<file path="src/design/wdog_pkg.sv">
// Constants shared by the watchdog design files
package wdog_pkg;

   // =====================================================================
   // Clock rates
   // =====================================================================
   localparam int unsigned SYS_CLK_HZ  = 125_000_000;
   localparam int unsigned WDOSC_HZ    = 128_000;
   localparam int unsigned TICK_DIV    = SYS_CLK_HZ / WDOSC_HZ;

   // =====================================================================
   // Register indices and byte addresses
   // =====================================================================
   localparam logic [7:0] CTRL_INDEX   = 8'h21;
   localparam logic [7:0] STATUS_INDEX = 8'h22;
   localparam logic [7:0] CTRL_ADDR    = 8'(CTRL_INDEX * 4);
   localparam logic [7:0] STATUS_ADDR  = 8'(STATUS_INDEX * 4);

   // =====================================================================
   // watchdog_control fields
   // =====================================================================
   localparam int IRQ_FLAG_BIT  = 7;
   localparam int IRQ_EN_BIT    = 6;
   localparam int PSEL_HI_BIT   = 5;
   localparam int CHG_EN_BIT    = 4;
   localparam int WD_EN_BIT     = 3;
   localparam int PSEL_LO_MSB   = 2;

   // =====================================================================
   // reset_source_status fields
   // =====================================================================
   localparam int WDOG_FLAG_BIT = 3;
   localparam int BROWN_FLAG_BIT = 2;
   localparam int PIN_FLAG_BIT  = 1;
   localparam int PON_FLAG_BIT  = 0;
   localparam logic [3:0] STATUS_RSV_ZERO = 4'h0;

   // =====================================================================
   // Timing and period codes
   // =====================================================================
   localparam logic [2:0] CHG_EN_CYCLES = 3'h4;
   localparam logic [3:0] PSEL_MAX_VALID = 4'h9;
   localparam int PERIOD_LOG2_BASE = 11;
   localparam int CNT_W = 20;

   // =====================================================================
   // Bus answers
   // =====================================================================
   localparam logic [1:0] RESP_OKAY   = 2'h0;
   localparam logic [1:0] RESP_SLVERR = 2'h2;

endpackage : wdog_pkg

</file>
<file path="src/design/wdog_counter.sv">
// Watchdog period counter with period decode
`timescale 1ns/10ps
module wdog_counter (
   input  wire logic       aclk,
   input  wire logic       aresetn,
   input  wire logic       tick,
   input  wire logic       clear,
   input  wire logic [3:0] period_select,
   output logic            timeout
);
   import wdog_pkg::*;

   logic [CNT_W-1:0] count_q;

   // Last count of the period; reserved codes take the longest period
   function automatic logic [CNT_W-1:0] last_count(input logic [3:0] code);
      logic [3:0] c;
      c = (code > PSEL_MAX_VALID) ? PSEL_MAX_VALID : code;
      last_count = CNT_W'((32'h1 << (PERIOD_LOG2_BASE + int'(c))) - 32'h1);
   endfunction : last_count

   // =====================================================================
   // Counter
   // =====================================================================
   always_ff @(posedge aclk) begin
      if (!aresetn || clear) begin
         count_q <= '0;
         timeout <= 1'b0;
      end else if (tick && count_q >= last_count(period_select)) begin
         count_q <= '0;
         timeout <= 1'b1;
      end else begin
         if (tick) begin
            count_q <= count_q + CNT_W'(1);
         end
         timeout <= 1'b0;
      end
   end

endmodule : wdog_counter

</file>
<file path="src/design/wdog_tick_gen.sv">
// Divider making the one-cycle watchdog oscillator tick
`timescale 1ns/10ps
module wdog_tick_gen #(
   parameter int unsigned DIV = wdog_pkg::TICK_DIV
) (
   input  wire logic aclk,
   input  wire logic aresetn,
   output logic      tick
);
   import wdog_pkg::*;

   logic [15:0] div_q;

   // =====================================================================
   // Divider
   // =====================================================================
   always_ff @(posedge aclk) begin
      if (!aresetn) begin
         div_q <= 16'h0;
         tick  <= 1'b0;
      end else if (div_q == 16'(DIV - 1)) begin
         div_q <= 16'h0;
         tick  <= 1'b1;
      end else begin
         div_q <= div_q + 16'h1;
         tick  <= 1'b0;
      end
   end

endmodule : wdog_tick_gen

</file>
<file path="src/design/wdog_top.sv">
// Watchdog timer with reset source flags behind an AXI4-Lite slave
//
// Chosen here: the AXI4-Lite register port.
`timescale 1ns/10ps

// Notes on behaviour
// - Status bits 7:4 always read zero.
// - Watchdog reset sets bit 3; power-on or written zero clears it.
// - Brown-out reset sets bit 2; power-on or written zero clears it.
// - Pin reset sets bit 1; power-on or written zero clears it.
// - Power-on sets bit 0; only a written zero clears it.
// - Interrupt-mode time-out sets flag; vector taken or written one clears it.
// - Interrupt requested only with flag, enable and global enable all set.
// - Enable and interrupt enable choose stop, interrupt, reset or flag then reset (wdog_irq stays low).
// - With enable set, a time-out clears the interrupt enable.
// - Change enable clears itself four clock cycles after being written one.
// - Enable can be cleared only while change enable is one.
// - Period select changes only while change enable is set.
// - In safety level 2 the watchdog can never be disabled.
// - In safety level 1 the watchdog reset flag forces enable on.
// - Period codes 0 to 9 give 2048 to 1048576 ticks, doubling.
// - Reserved period codes fall back to a valid period.
// - Counter runs from the 128 kHz oscillator tick, not the system clock.
// - A reset-mode time-out gives a one-cycle reset pulse.
// - Counter clears on restart, when disabled and on any device reset.
module wdog_top #(
   parameter int unsigned TICK_DIV = wdog_pkg::TICK_DIV
) (
   input  wire logic        aclk,
   input  wire logic        aresetn,
   // AXI4-Lite write address
   input  wire logic [7:0]  awaddr,
   input  wire logic [2:0]  awprot,
   input  wire logic        awvalid,
   output logic             awready,
   // AXI4-Lite write data
   input  wire logic [31:0] wdata,
   input  wire logic [3:0]  wstrb,
   input  wire logic        wvalid,
   output logic             wready,
   // AXI4-Lite write response
   output logic [1:0]       bresp,
   output logic             bvalid,
   input  wire logic        bready,
   // AXI4-Lite read address
   input  wire logic [7:0]  araddr,
   input  wire logic [2:0]  arprot,
   input  wire logic        arvalid,
   output logic             arready,
   // AXI4-Lite read data
   output logic [31:0]      rdata,
   output logic [1:0]       rresp,
   output logic             rvalid,
   input  wire logic        rready,
   // Processor side
   input  wire logic        wdog_restart,
   input  wire logic        cpu_irq_enable,
   input  wire logic        irq_taken,
   input  wire logic        brownout_rst_evt,
   input  wire logic        pin_rst_evt,
   input  wire logic        safety_level_fuse,
   output logic             wdog_irq,
   output logic             wdog_reset_pulse
);
   import wdog_pkg::*;

   // =====================================================================
   // Declarations
   // =====================================================================
   logic        aw_held_q;
   logic [7:0]  awaddr_q;
   logic        w_held_q;
   logic [7:0]  wdata_q;
   logic        wstrb0_q;
   logic        wr_fire;
   logic        ctrl_wr;
   logic        status_wr;
   logic        ar_fire;

   logic        fuse_q;
   logic        fuse_seen_q;

   logic        timeout_irq_flag_q;
   logic        timeout_irq_enable_q;
   logic [2:0]  chg_cnt_q;
   logic        change_enable;
   logic        wdog_enable_q;
   logic        wdog_enable_eff;
   logic [3:0]  period_select_q;
   logic        wdog_reset_flag_q;
   logic        brownout_reset_flag_q;
   logic        pin_reset_flag_q;
   logic        poweron_reset_flag_q;

   logic        tick;
   logic        timeout;
   logic        counter_clear;
   logic        run;
   logic        irq_mode_timeout;
   logic        rst_mode_timeout;
   logic [7:0]  ctrl_value;
   logic [7:0]  status_value;

   // Word match on the aligned address
   function automatic logic addr_hit(input logic [7:0] addr, input logic [7:0] reg_addr);
      addr_hit = (addr[7:2] == reg_addr[7:2]);
   endfunction : addr_hit

   // =====================================================================
   // Write channels
   // =====================================================================
   assign wr_fire   = aw_held_q && w_held_q && !bvalid;
   assign ctrl_wr   = wr_fire && wstrb0_q && addr_hit(awaddr_q, CTRL_ADDR);
   assign status_wr = wr_fire && wstrb0_q && addr_hit(awaddr_q, STATUS_ADDR);

   always_ff @(posedge aclk) begin
      if (!aresetn) begin
         awready   <= 1'b0;
         aw_held_q <= 1'b0;
         awaddr_q  <= 8'h0;
      end else if (awvalid && awready) begin
         awready   <= 1'b0;
         aw_held_q <= 1'b1;
         awaddr_q  <= awaddr;
      end else begin
         if (wr_fire) begin
            aw_held_q <= 1'b0;
         end
         if (!aw_held_q && !bvalid) begin
            awready <= 1'b1;
         end
      end
   end

   always_ff @(posedge aclk) begin
      if (!aresetn) begin
         wready   <= 1'b0;
         w_held_q <= 1'b0;
         wdata_q  <= 8'h0;
         wstrb0_q <= 1'b0;
      end else if (wvalid && wready) begin
         wready   <= 1'b0;
         w_held_q <= 1'b1;
         wdata_q  <= wdata[7:0];
         wstrb0_q <= wstrb[0];
      end else begin
         if (wr_fire) begin
            w_held_q <= 1'b0;
         end
         if (!w_held_q && !bvalid) begin
            wready <= 1'b1;
         end
      end
   end

   always_ff @(posedge aclk) begin
      if (!aresetn) begin
         bvalid <= 1'b0;
         bresp  <= RESP_OKAY;
      end else if (wr_fire) begin
         bvalid <= 1'b1;
         bresp  <= (addr_hit(awaddr_q, CTRL_ADDR) || addr_hit(awaddr_q, STATUS_ADDR)) ?
                   RESP_OKAY : RESP_SLVERR;
      end else if (bvalid && bready) begin
         bvalid <= 1'b0;
      end
   end

   // =====================================================================
   // Read channel
   // =====================================================================
   assign ar_fire = arvalid && arready;

   always_ff @(posedge aclk) begin
      if (!aresetn) begin
         arready <= 1'b0;
      end else if (ar_fire) begin
         arready <= 1'b0;
      end else if (!rvalid) begin
         arready <= 1'b1;
      end
   end

   always_ff @(posedge aclk) begin
      if (!aresetn) begin
         rvalid <= 1'b0;
         rdata  <= 32'h0;
         rresp  <= RESP_OKAY;
      end else if (ar_fire) begin
         rvalid <= 1'b1;
         if (addr_hit(araddr, CTRL_ADDR)) begin
            rdata <= {24'h0, ctrl_value};
            rresp <= RESP_OKAY;
         end else if (addr_hit(araddr, STATUS_ADDR)) begin
            rdata <= {24'h0, status_value};
            rresp <= RESP_OKAY;
         end else begin
            rdata <= 32'h0;
            rresp <= RESP_SLVERR;
         end
      end else if (rvalid && rready) begin
         rvalid <= 1'b0;
      end
   end

   // =====================================================================
   // Safety level strap, caught after reset release
   // =====================================================================
   always_ff @(posedge aclk) begin
      if (!aresetn) begin
         fuse_q      <= 1'b0;
         fuse_seen_q <= 1'b0;
      end else if (!fuse_seen_q) begin
         fuse_q      <= safety_level_fuse;
         fuse_seen_q <= 1'b1;
      end
   end

   // =====================================================================
   // Change enable window
   // =====================================================================
   assign change_enable = (chg_cnt_q != 3'h0);

   always_ff @(posedge aclk) begin
      if (!aresetn) begin
         chg_cnt_q <= 3'h0;
      end else if (ctrl_wr && wdata_q[CHG_EN_BIT]) begin
         chg_cnt_q <= CHG_EN_CYCLES;
      end else if (change_enable) begin
         chg_cnt_q <= chg_cnt_q - 3'h1;
      end
   end

   // =====================================================================
   // Enable and period select
   // =====================================================================
   // Level 2 forces enable; level 1 forces it while the watchdog flag stands
   assign wdog_enable_eff = wdog_enable_q || fuse_q || wdog_reset_flag_q;

   always_ff @(posedge aclk) begin
      if (!aresetn) begin
         wdog_enable_q <= 1'b0;
      end else if (ctrl_wr) begin
         if (wdata_q[WD_EN_BIT]) begin
            wdog_enable_q <= 1'b1;
         end else if (change_enable && !fuse_q && !wdog_reset_flag_q) begin
            wdog_enable_q <= 1'b0;
         end
      end
   end

   always_ff @(posedge aclk) begin
      if (!aresetn) begin
         period_select_q <= 4'h0;
      end else if (ctrl_wr && change_enable) begin
         period_select_q <= {wdata_q[PSEL_HI_BIT], wdata_q[PSEL_LO_MSB:0]};
      end
   end

   // =====================================================================
   // Time-out action
   // =====================================================================
   assign run              = wdog_enable_eff || timeout_irq_enable_q;
   assign irq_mode_timeout = timeout && timeout_irq_enable_q;
   assign rst_mode_timeout = timeout && wdog_enable_eff && !timeout_irq_enable_q;

   always_ff @(posedge aclk) begin
      if (!aresetn) begin
         timeout_irq_enable_q <= 1'b0;
      end else if (irq_mode_timeout && wdog_enable_eff) begin
         timeout_irq_enable_q <= 1'b0;
      end else if (ctrl_wr) begin
         timeout_irq_enable_q <= wdata_q[IRQ_EN_BIT];
      end
   end

   always_ff @(posedge aclk) begin
      if (!aresetn) begin
         timeout_irq_flag_q <= 1'b0;
      end else if (irq_mode_timeout) begin
         timeout_irq_flag_q <= 1'b1;
      end else if (irq_taken || (ctrl_wr && wdata_q[IRQ_FLAG_BIT])) begin
         timeout_irq_flag_q <= 1'b0;
      end
   end

   always_ff @(posedge aclk) begin
      if (!aresetn) begin
         wdog_irq <= 1'b0;
      end else begin
         wdog_irq <= timeout_irq_flag_q && timeout_irq_enable_q && cpu_irq_enable;
      end
   end

   always_ff @(posedge aclk) begin
      if (!aresetn) begin
         wdog_reset_pulse <= 1'b0;
      end else begin
         wdog_reset_pulse <= rst_mode_timeout;
      end
   end

   // =====================================================================
   // Reset source flags; system reset counts as power-on
   // =====================================================================
   always_ff @(posedge aclk) begin
      if (!aresetn) begin
         wdog_reset_flag_q <= 1'b0;
      end else if (rst_mode_timeout) begin
         wdog_reset_flag_q <= 1'b1;
      end else if (status_wr && !wdata_q[WDOG_FLAG_BIT]) begin
         wdog_reset_flag_q <= 1'b0;
      end
   end

   always_ff @(posedge aclk) begin
      if (!aresetn) begin
         brownout_reset_flag_q <= 1'b0;
      end else if (brownout_rst_evt) begin
         brownout_reset_flag_q <= 1'b1;
      end else if (status_wr && !wdata_q[BROWN_FLAG_BIT]) begin
         brownout_reset_flag_q <= 1'b0;
      end
   end

   always_ff @(posedge aclk) begin
      if (!aresetn) begin
         pin_reset_flag_q <= 1'b0;
      end else if (pin_rst_evt) begin
         pin_reset_flag_q <= 1'b1;
      end else if (status_wr && !wdata_q[PIN_FLAG_BIT]) begin
         pin_reset_flag_q <= 1'b0;
      end
   end

   always_ff @(posedge aclk) begin
      if (!aresetn) begin
         poweron_reset_flag_q <= 1'b1;
      end else if (status_wr && !wdata_q[PON_FLAG_BIT]) begin
         poweron_reset_flag_q <= 1'b0;
      end
   end

   // =====================================================================
   // Read values
   // =====================================================================
   assign ctrl_value = {timeout_irq_flag_q, timeout_irq_enable_q, period_select_q[3], change_enable,
                        wdog_enable_eff, period_select_q[2:0]};
   assign status_value = {STATUS_RSV_ZERO, wdog_reset_flag_q, brownout_reset_flag_q,
                          pin_reset_flag_q, poweron_reset_flag_q};

   // =====================================================================
   // Tick generator and counter
   // =====================================================================
   // Tick is a clock enable in the single domain, so no crossing is needed
   assign counter_clear = wdog_restart || !run || brownout_rst_evt || pin_rst_evt ||
                          wdog_reset_pulse;

   wdog_tick_gen #(
      .DIV (TICK_DIV)
   ) u_tick (
      .aclk    (aclk),
      .aresetn (aresetn),
      .tick    (tick)
   );

   wdog_counter u_counter (
      .aclk          (aclk),
      .aresetn       (aresetn),
      .tick          (tick),
      .clear         (counter_clear),
      .period_select (period_select_q),
      .timeout       (timeout)
   );

endmodule : wdog_top

</file>
<file path="config.mk">
export PLATFORM = sky130hd
export DESIGN_NAME = wdog_top
export DESIGN_NICKNAME = d
export VERILOG_FILES = /design/src/design/wdog_pkg.sv /design/src/design/wdog_counter.sv /design/src/design/wdog_tick_gen.sv /design/src/design/wdog_top.sv
export SDC_FILE = /design/constraint.sdc
export NUM_CORES = 1
export LEC_CHECK = 0
export ABC_AREA = 1
export BUFFER_PORTS_ARGS = -buffer_cell sky130_fd_sc_hd__buf_2
export CORE_UTILIZATION = 49
export DETAILED_ROUTE_END_ITERATION = 16
export HOLD_SLACK_MARGIN = 0.06
export PLACE_DENSITY = 0.77
export SYNTH_ARGS = -nofsm -noshare
export SYNTH_HDL_FRONTEND = slang
export SYNTH_HIERARCHICAL = 1
export SYNTH_SLANG_ARGS = --single-unit
</file>
<file path="constraint.sdc">
create_clock -name aclk -period 2.1 [get_ports aclk]
set_input_delay 0.105 -clock aclk [delete_from_list [all_inputs] [get_ports aclk]]
set_output_delay 0.105 -clock aclk [all_outputs]
set_load 0.02 [all_outputs]
</file>
### Word level (Yosys, flattened, before mapping)

Index checks and enable logic that the tools add are counted.

* register bits: 116
* output and inout bits: 43
* logic and storage cells: 142

* add/subtract/negate cells: 5
* magnitude comparators: 2
* eq/ne operators: 5
* shift-type cells: 1
* mux-type cells: 28
* bitwise logic cells: 1
* reductions and logical operators: 69

Operators by type and width (count)
* left shift 1 x 32 -> 20 bit, first input constant: 1
* logical AND 1 bit: 28
* == test 6 bit, second input constant: 4
* adder 20 x 1 -> 20 bit, second input constant: 1
* greater-or-equal comparator 20 bit: 1
* two-way mux 1 bit: 20
* nonzero test 2 bit: 10
* subtractor 20 x 1 -> 20 bit, second input constant: 1
* adder 16 x 1 -> 16 bit, second input constant: 1
* == test 16 x 10 -> 1 bit, second input constant: 1
* OR reduction 2 bit: 7
* zero test 1 bit: 12
* logical OR 1 bit: 10
* two-way mux 4 bit: 2
* two-way mux 8 bit: 1
* two-way mux 2 bit: 3
* two-way mux 3 bit: 2
* adder 4 x 4 -> 5 bit, first input constant: 1
* > comparator 4 bit, second input constant: 1
* nonzero test 3 bit: 1
* subtractor 3 x 1 -> 3 bit, second input constant: 1
* AND reduction 2 bit: 1
* inverter 1 bit: 1

### Logic depth before layout (Yosys ltp)

* word-level depth: 10
* depth in mapped cells: 17
* mapped depth without buffers: 16

### By module

The synthesis kept the hierarchy.

By module, submodules not included
* wdog_top: times used 1, cells each 305, area each 2264.7 um^2, sequential area each 1001.0 um^2
* wdog_counter: times used 1, cells each 254, area each 1740.4 um^2, sequential area each 420.4 um^2
* wdog_tick_gen: times used 1, cells each 119, area each 822.0 um^2, sequential area each 340.3 um^2

### Least setup slack after synthesis

OpenSTA, ideal clock, no wires.

* path type: flip-flop to flip-flop
* from: register period_select_q[3]
* to: register u_counter.count_q[0]
* library setup time: 0.116 ns
* data arrival time: 1.980 ns
* required time: 1.984 ns
* setup slack: 0.004 ns
* cell stages (with the launch flop): 17
* buffers on the path: 1
* cells stage by stage: dfxtp_1 -> nor2_1 -> inv_1 -> o21ai_0 -> nor2_1 -> xor2_1 -> ha_1 -> nand2_1 -> nor2_1 -> nand2_1 -> nor2_1 -> nand2_1 -> nand4_1 -> nand2_1 -> nand2_1 -> buf_4 -> nor2_1

* longest elaborated chain between the ends: 8

RTL lines
* from (decl): line wdog_top.sv:89 `logic [3:0] period_select_q;`
* from (signal assigned): line wdog_top.sv:256 `period_select_q <= {wdata_q[PSEL_HI_BIT], wdata_q[PSEL_LO_MSB:0]};`
* > comparator 4 bit: line wdog_counter.sv:18 `c = (code > PSEL_MAX_VALID) ? PSEL_MAX_VALID : code;`
* two-way mux 4 bit *: line wdog_counter.sv:18
* adder 4 x 4 -> 5 bit *: line wdog_counter.sv:19 `last_count = CNT_W'((32'h1 << (PERIOD_LOG2_BASE + int'(c))) - 32'h1);`
* left shift 1 x 32 -> 20 bit *: line wdog_counter.sv:19
* subtractor 20 x 1 -> 20 bit *: line wdog_counter.sv:19
* greater-or-equal comparator 20 bit *: line wdog_counter.sv:29 `end else if (tick && count_q >= last_count(period_select)) begin`
* logical AND 1 bit *: line wdog_counter.sv:29
* OR reduction 2 bit (no source line) *
* to (signal assigned): line wdog_counter.sv:34 `count_q <= count_q + CNT_W'(1);`
* to (decl): line wdog_counter.sv:13 `logic [CNT_W-1:0] count_q;`

Mark *: on every way between the ends. The rest lies on a longest branch, timed or not.
A chain may end at the register's enable or synchronous reset.

### Worst setup path after layout

* from: register period_select_q[3]
* to: register u_counter.count_q[11]

The elaborated chain is that of the path after synthesis.

==> impl_metrics.csv <==
group,metric,value,unit
yosys,yosysTopAreaCell,"dfxtp_1",
placed_design,post_dp_cell_area,5220,um^2
detailed_routing,detail_route.iter0.violations,154,
cts,path_clk_slew,0.10,ns
yosys,synthesis.area_per_instance,7.12,um^2
sta,worst_clk_skew,0.0130,ns
sta,setup_tns,-2.74,ns
detailed_routing,via_per_inst,4.84,
grt,gr-max-usage-layer,"met2",
final_layout,multi_input_area,2670,um^2
detailed_routing,drt_wl_total,10800,um
yosys,post_synth_inst_count,678,
final_layout,regArea,1770,um^2
placed_design,numPortBuffers,50,
sta,worst_slew_margin_rel,66.5,%
placed_design,dp_worst_setup_slack,-0.170,ns
critical_path,crit_required,2.36,ns
die,core_area,9370,um^2
sta,worst-slew-pin-transition,0.502,ns
critical_path,worst_setup_path_start_kind,"flip-flop",
die,floorplan.rows,35,
power_and_ir_drop,cellLeakagePower,2.75,nW
critical_path,critPathBufInv,4,
sta,maxClockFrequency,445,MHz
sta,min_period,2.25,ns
cts,root_cell_of_the_clock_tree,"clkbuf_8",
sta,worst_slack,-0.148,ns
detailed_routing,first_pass_iters,5,
critical_path,arrival_time_reported_for_the_critical_path_endpoint,2.51,ns
grt,groute.layer.met1.usage,25.4,%
placed_design,place_hpwl,7520,um
final_layout,antenna-diode-count,0,
power_and_ir_drop,power_density,609,nW/um^2
final_layout,utilization,63.0,%
final_layout,finish.net_count,874,
yosys,async_flop_share,0,%
grt,antenna_found_initial,0,
grt,via_count_of_the_first_global_routing_pass,4290,
critical_path,criticalPathCategory,"flip-flop to flip-flop",
cts,buffers_from_clock_root_to_sink_at_most,2,
cts,clock_tree_from_tritoncts,"done",
run,maxCapViolations,0,
outcome,run_status,"finished, violations left",
sta,finalHoldViolCount,0,
grt,grt_util_met2,41.0,%
yosys,synth.lib_cells_used.distinct,39,
grt,global_route_total_overflow,0,
worst_hold_path,hold-path-endpoint,"wdata_q[2]",
die,io_pins,114,
final_layout,fraction_of_final_layout_cells_sized_beyond_drive_strength_1,19.8,%
grt,globalRouteMet3Util,4.14,%
cts,clock-sinks,88,
detailed_routing,vias,4413,
critical_path,cpMaxStageDelayCell,"dfxtp_2",
final_layout,layout.cells.most_common,"nand2_1",
grt,maximum_number_of_pins_on_one_net_before_global_route_repair,23,
detailed_routing,ant_nets,0,
yosys,synthTopCellsByArea,"dfxtp_1 (36%), nand2_1 (11%), nor2_1 (8.9%)",
yosys,synth_seq_area_share,36.5,%
sta,slew_viol_final,0,
power_and_ir_drop,peakVddDrop,0.000523,V
worst_hold_path,min-delay-path-class,"primary input to flip-flop",
critical_path,timing.reg2reg.setup_slack,-0.15,ns
sta,rsz0062_at_grt,"yes",
final_layout,fin_area,5900,um^2
worst_hold_path,hold-path-cell-count,3,
final_layout,syn_to_final_growth,22.3,%
detailed_routing,route.detailed.drc,0,
die,die_x,101,um
critical_path,worst-path-max-fanout,5,
critical_path,critPathMaxStageDelay,0.37,ns
critical_path,critical_path.reg2reg.startpoint,"period_select_q[3]",
critical_path,timing.critical_path.to_type,"flip-flop",
final_layout,commonest_non_fill_non_tap_cells_in_the_layout,"nand2_1 (134), nor2_1 (93), inv_1 (88)",
sta,fin_crit_sh,107,%
critical_path,path_cells,"nor2_4, buf_4, nand2_1, nand3_2, ha_4, nand2_2, buf_4, nor2_2, nand2_1, nor2_1, nand2_1, nand4_1, nand2_2, nand2_2, buf_6, buf_16, nor2_2",
outcome,violations,"negative setup slack",
cts,worstSkewPairLatency,0.36,ns
placed_design,routabilityCongestion,0.820,
cts,cts_htree_levels,3,
critical_path,critical_register_to_register_path_endpoint,"u_counter/count_q[11]",
final_layout,n_fill_cell,811,
critical_path,worst-r2r-cell-count,17,
detailed_routing,avgRoutedWirePerCell,11.8,um
cts,numCtsBuffers,9,
grt,grt_first_pass_wirelength,18100,um
yosys,yosys_most_used_dff,"dfxtp_1",
grt,gr-usage-all-layers,22.0,%
yosys,synth_enable_flop_cells,0,
yosys,synth_area,4830,um^2
yosys,count_of_yosys_warnings_during_synthesis,6,
critical_path,crit_family,"simple AND/OR/NAND/NOR gates",
sta,final-setup-viol-count,20,
power_and_ir_drop,post-layout-total-power,0.00359,W
yosys,ys_ff_latch,88,
die,die_outline_area,10300,um^2
die,start_util,51.5,%
die,die_height,101,um
yosys,yosys_top_cell_area_share,36.5,%
worst_hold_path,hp_start,"wdata[2]",
[worst reg2reg max path: stages (launching register included)]
cell     delay [ns]
dfxtp_2        0.37
nor2_4         0.05
buf_4          0.13
nand2_1        0.09
nand3_2        0.12
ha_4           0.30
nand2_2        0.06
buf_4          0.13
nor2_2         0.13
nand2_1        0.08
nor2_1         0.09
nand2_1        0.05
nand4_1        0.10
nand2_2        0.07
nand2_2        0.09
buf_6          0.14
buf_16         0.12
nor2_2         0.04
[cell usage after synthesis (6+ instances only)]
cell type and instances:
inv_1 90, xor2_1 11, nand2_1 137, nand4_1 7, nand2_2 6, ha_1 26, buf_4 30, o21ai_0 31
xnor2_1 10, nand3_1 40, nor2_1 114, a21oi_1 35, dfxtp_1 88
[what timing repair did]
item	4_1_cts	5_1_grt
buffers inserted	3	1
pin swaps	21	8
gates resized for setup	27	20
endpoints found under the setup margin	21	21
cloned	3	0
hold buffers	22	0
hold endpoints to repair	23	0
[per-stage QoR]
| stage | instances | hold WS, ns |
|---|---|---|
| floorplan | 708 | 0.133 |
| global placement | 867 | 0.301 |
| detailed placement | 867 | 0.321 |
| CTS | 910 | 0.0649 |
| global route | 911 | 0.105 |
| finish | 911 | 0.0826 |
[sequential cells by signal, summed over array words and instances, names as in the netlist, 3 cells and up]
name               flops
u_counter/count_q     20
u_tick/div_q          16
awaddr_q               6
rdata                  8
period_select_q        4
chg_cnt_q              3
wdata_q                8
[power breakdown]
part / leakage, nW / switching, W / internal, W
clock network: 0.115 / 0.000640 / 0.000683
registers: 0.719 / 0.0000423 / 0.00174
logic: 1.92 / 0.000305 / 0.000184
total: 2.75 / 0.000988 / 0.00261
[final cells by class]
type	count	share of cell area, %
clock inverter	7	1.70
inverter	95	6.04
clock buffer	9	2.10
timing repair buffer	95	12.3
multi-input combinational	488	45.2
tap	129	2.73
sequential	88	30.0
[worst max path at each step]
stage / slack [ns] / from / cells past startpoint / endpoint
floorplan: 0.004 / period_select_q[3] / 16 / u_counter/count_q[0]
global placement: -0.12 / period_select_q[1] / 16 / u_counter/count_q[0]
detailed placement: -0.17 / period_select_q[1] / 16 / u_counter/count_q[9]
CTS: -0.12 / period_select_q[0] / 17 / u_counter/count_q[3]
global route: -0.28 / period_select_q[0] / 17 / u_counter/count_q[16]
finish: -0.15 / period_select_q[3] / 17 / u_counter/count_q[11]
[layer usage]
| layer | share of wire (%) | vias up |
|---|---|---|
| li1 | - | 2261 |
| met1 | 43 | 2041 |
| met4 | 1.6 | 0 |
| met3 | 3.4 | 16 |
| met5 | 0 | - |
| met2 | 52 | 95 |
[cells by family (layout without fill, tap and decap cells)]
group	count (synthesis)	after routing	share of synthesized area (%)
other cells	3	33	0.233
xor+xnor	21	21	3.81
mux	1	1	0.207
fa+ha+maj	26	26	6.74
simple gates	331	331	31.1
compound gates	76	76	8.45
buf+inv	132	206	12.9
flops	88	88	36.5
No activity file was read; power rests on OpenSTA's default activity.
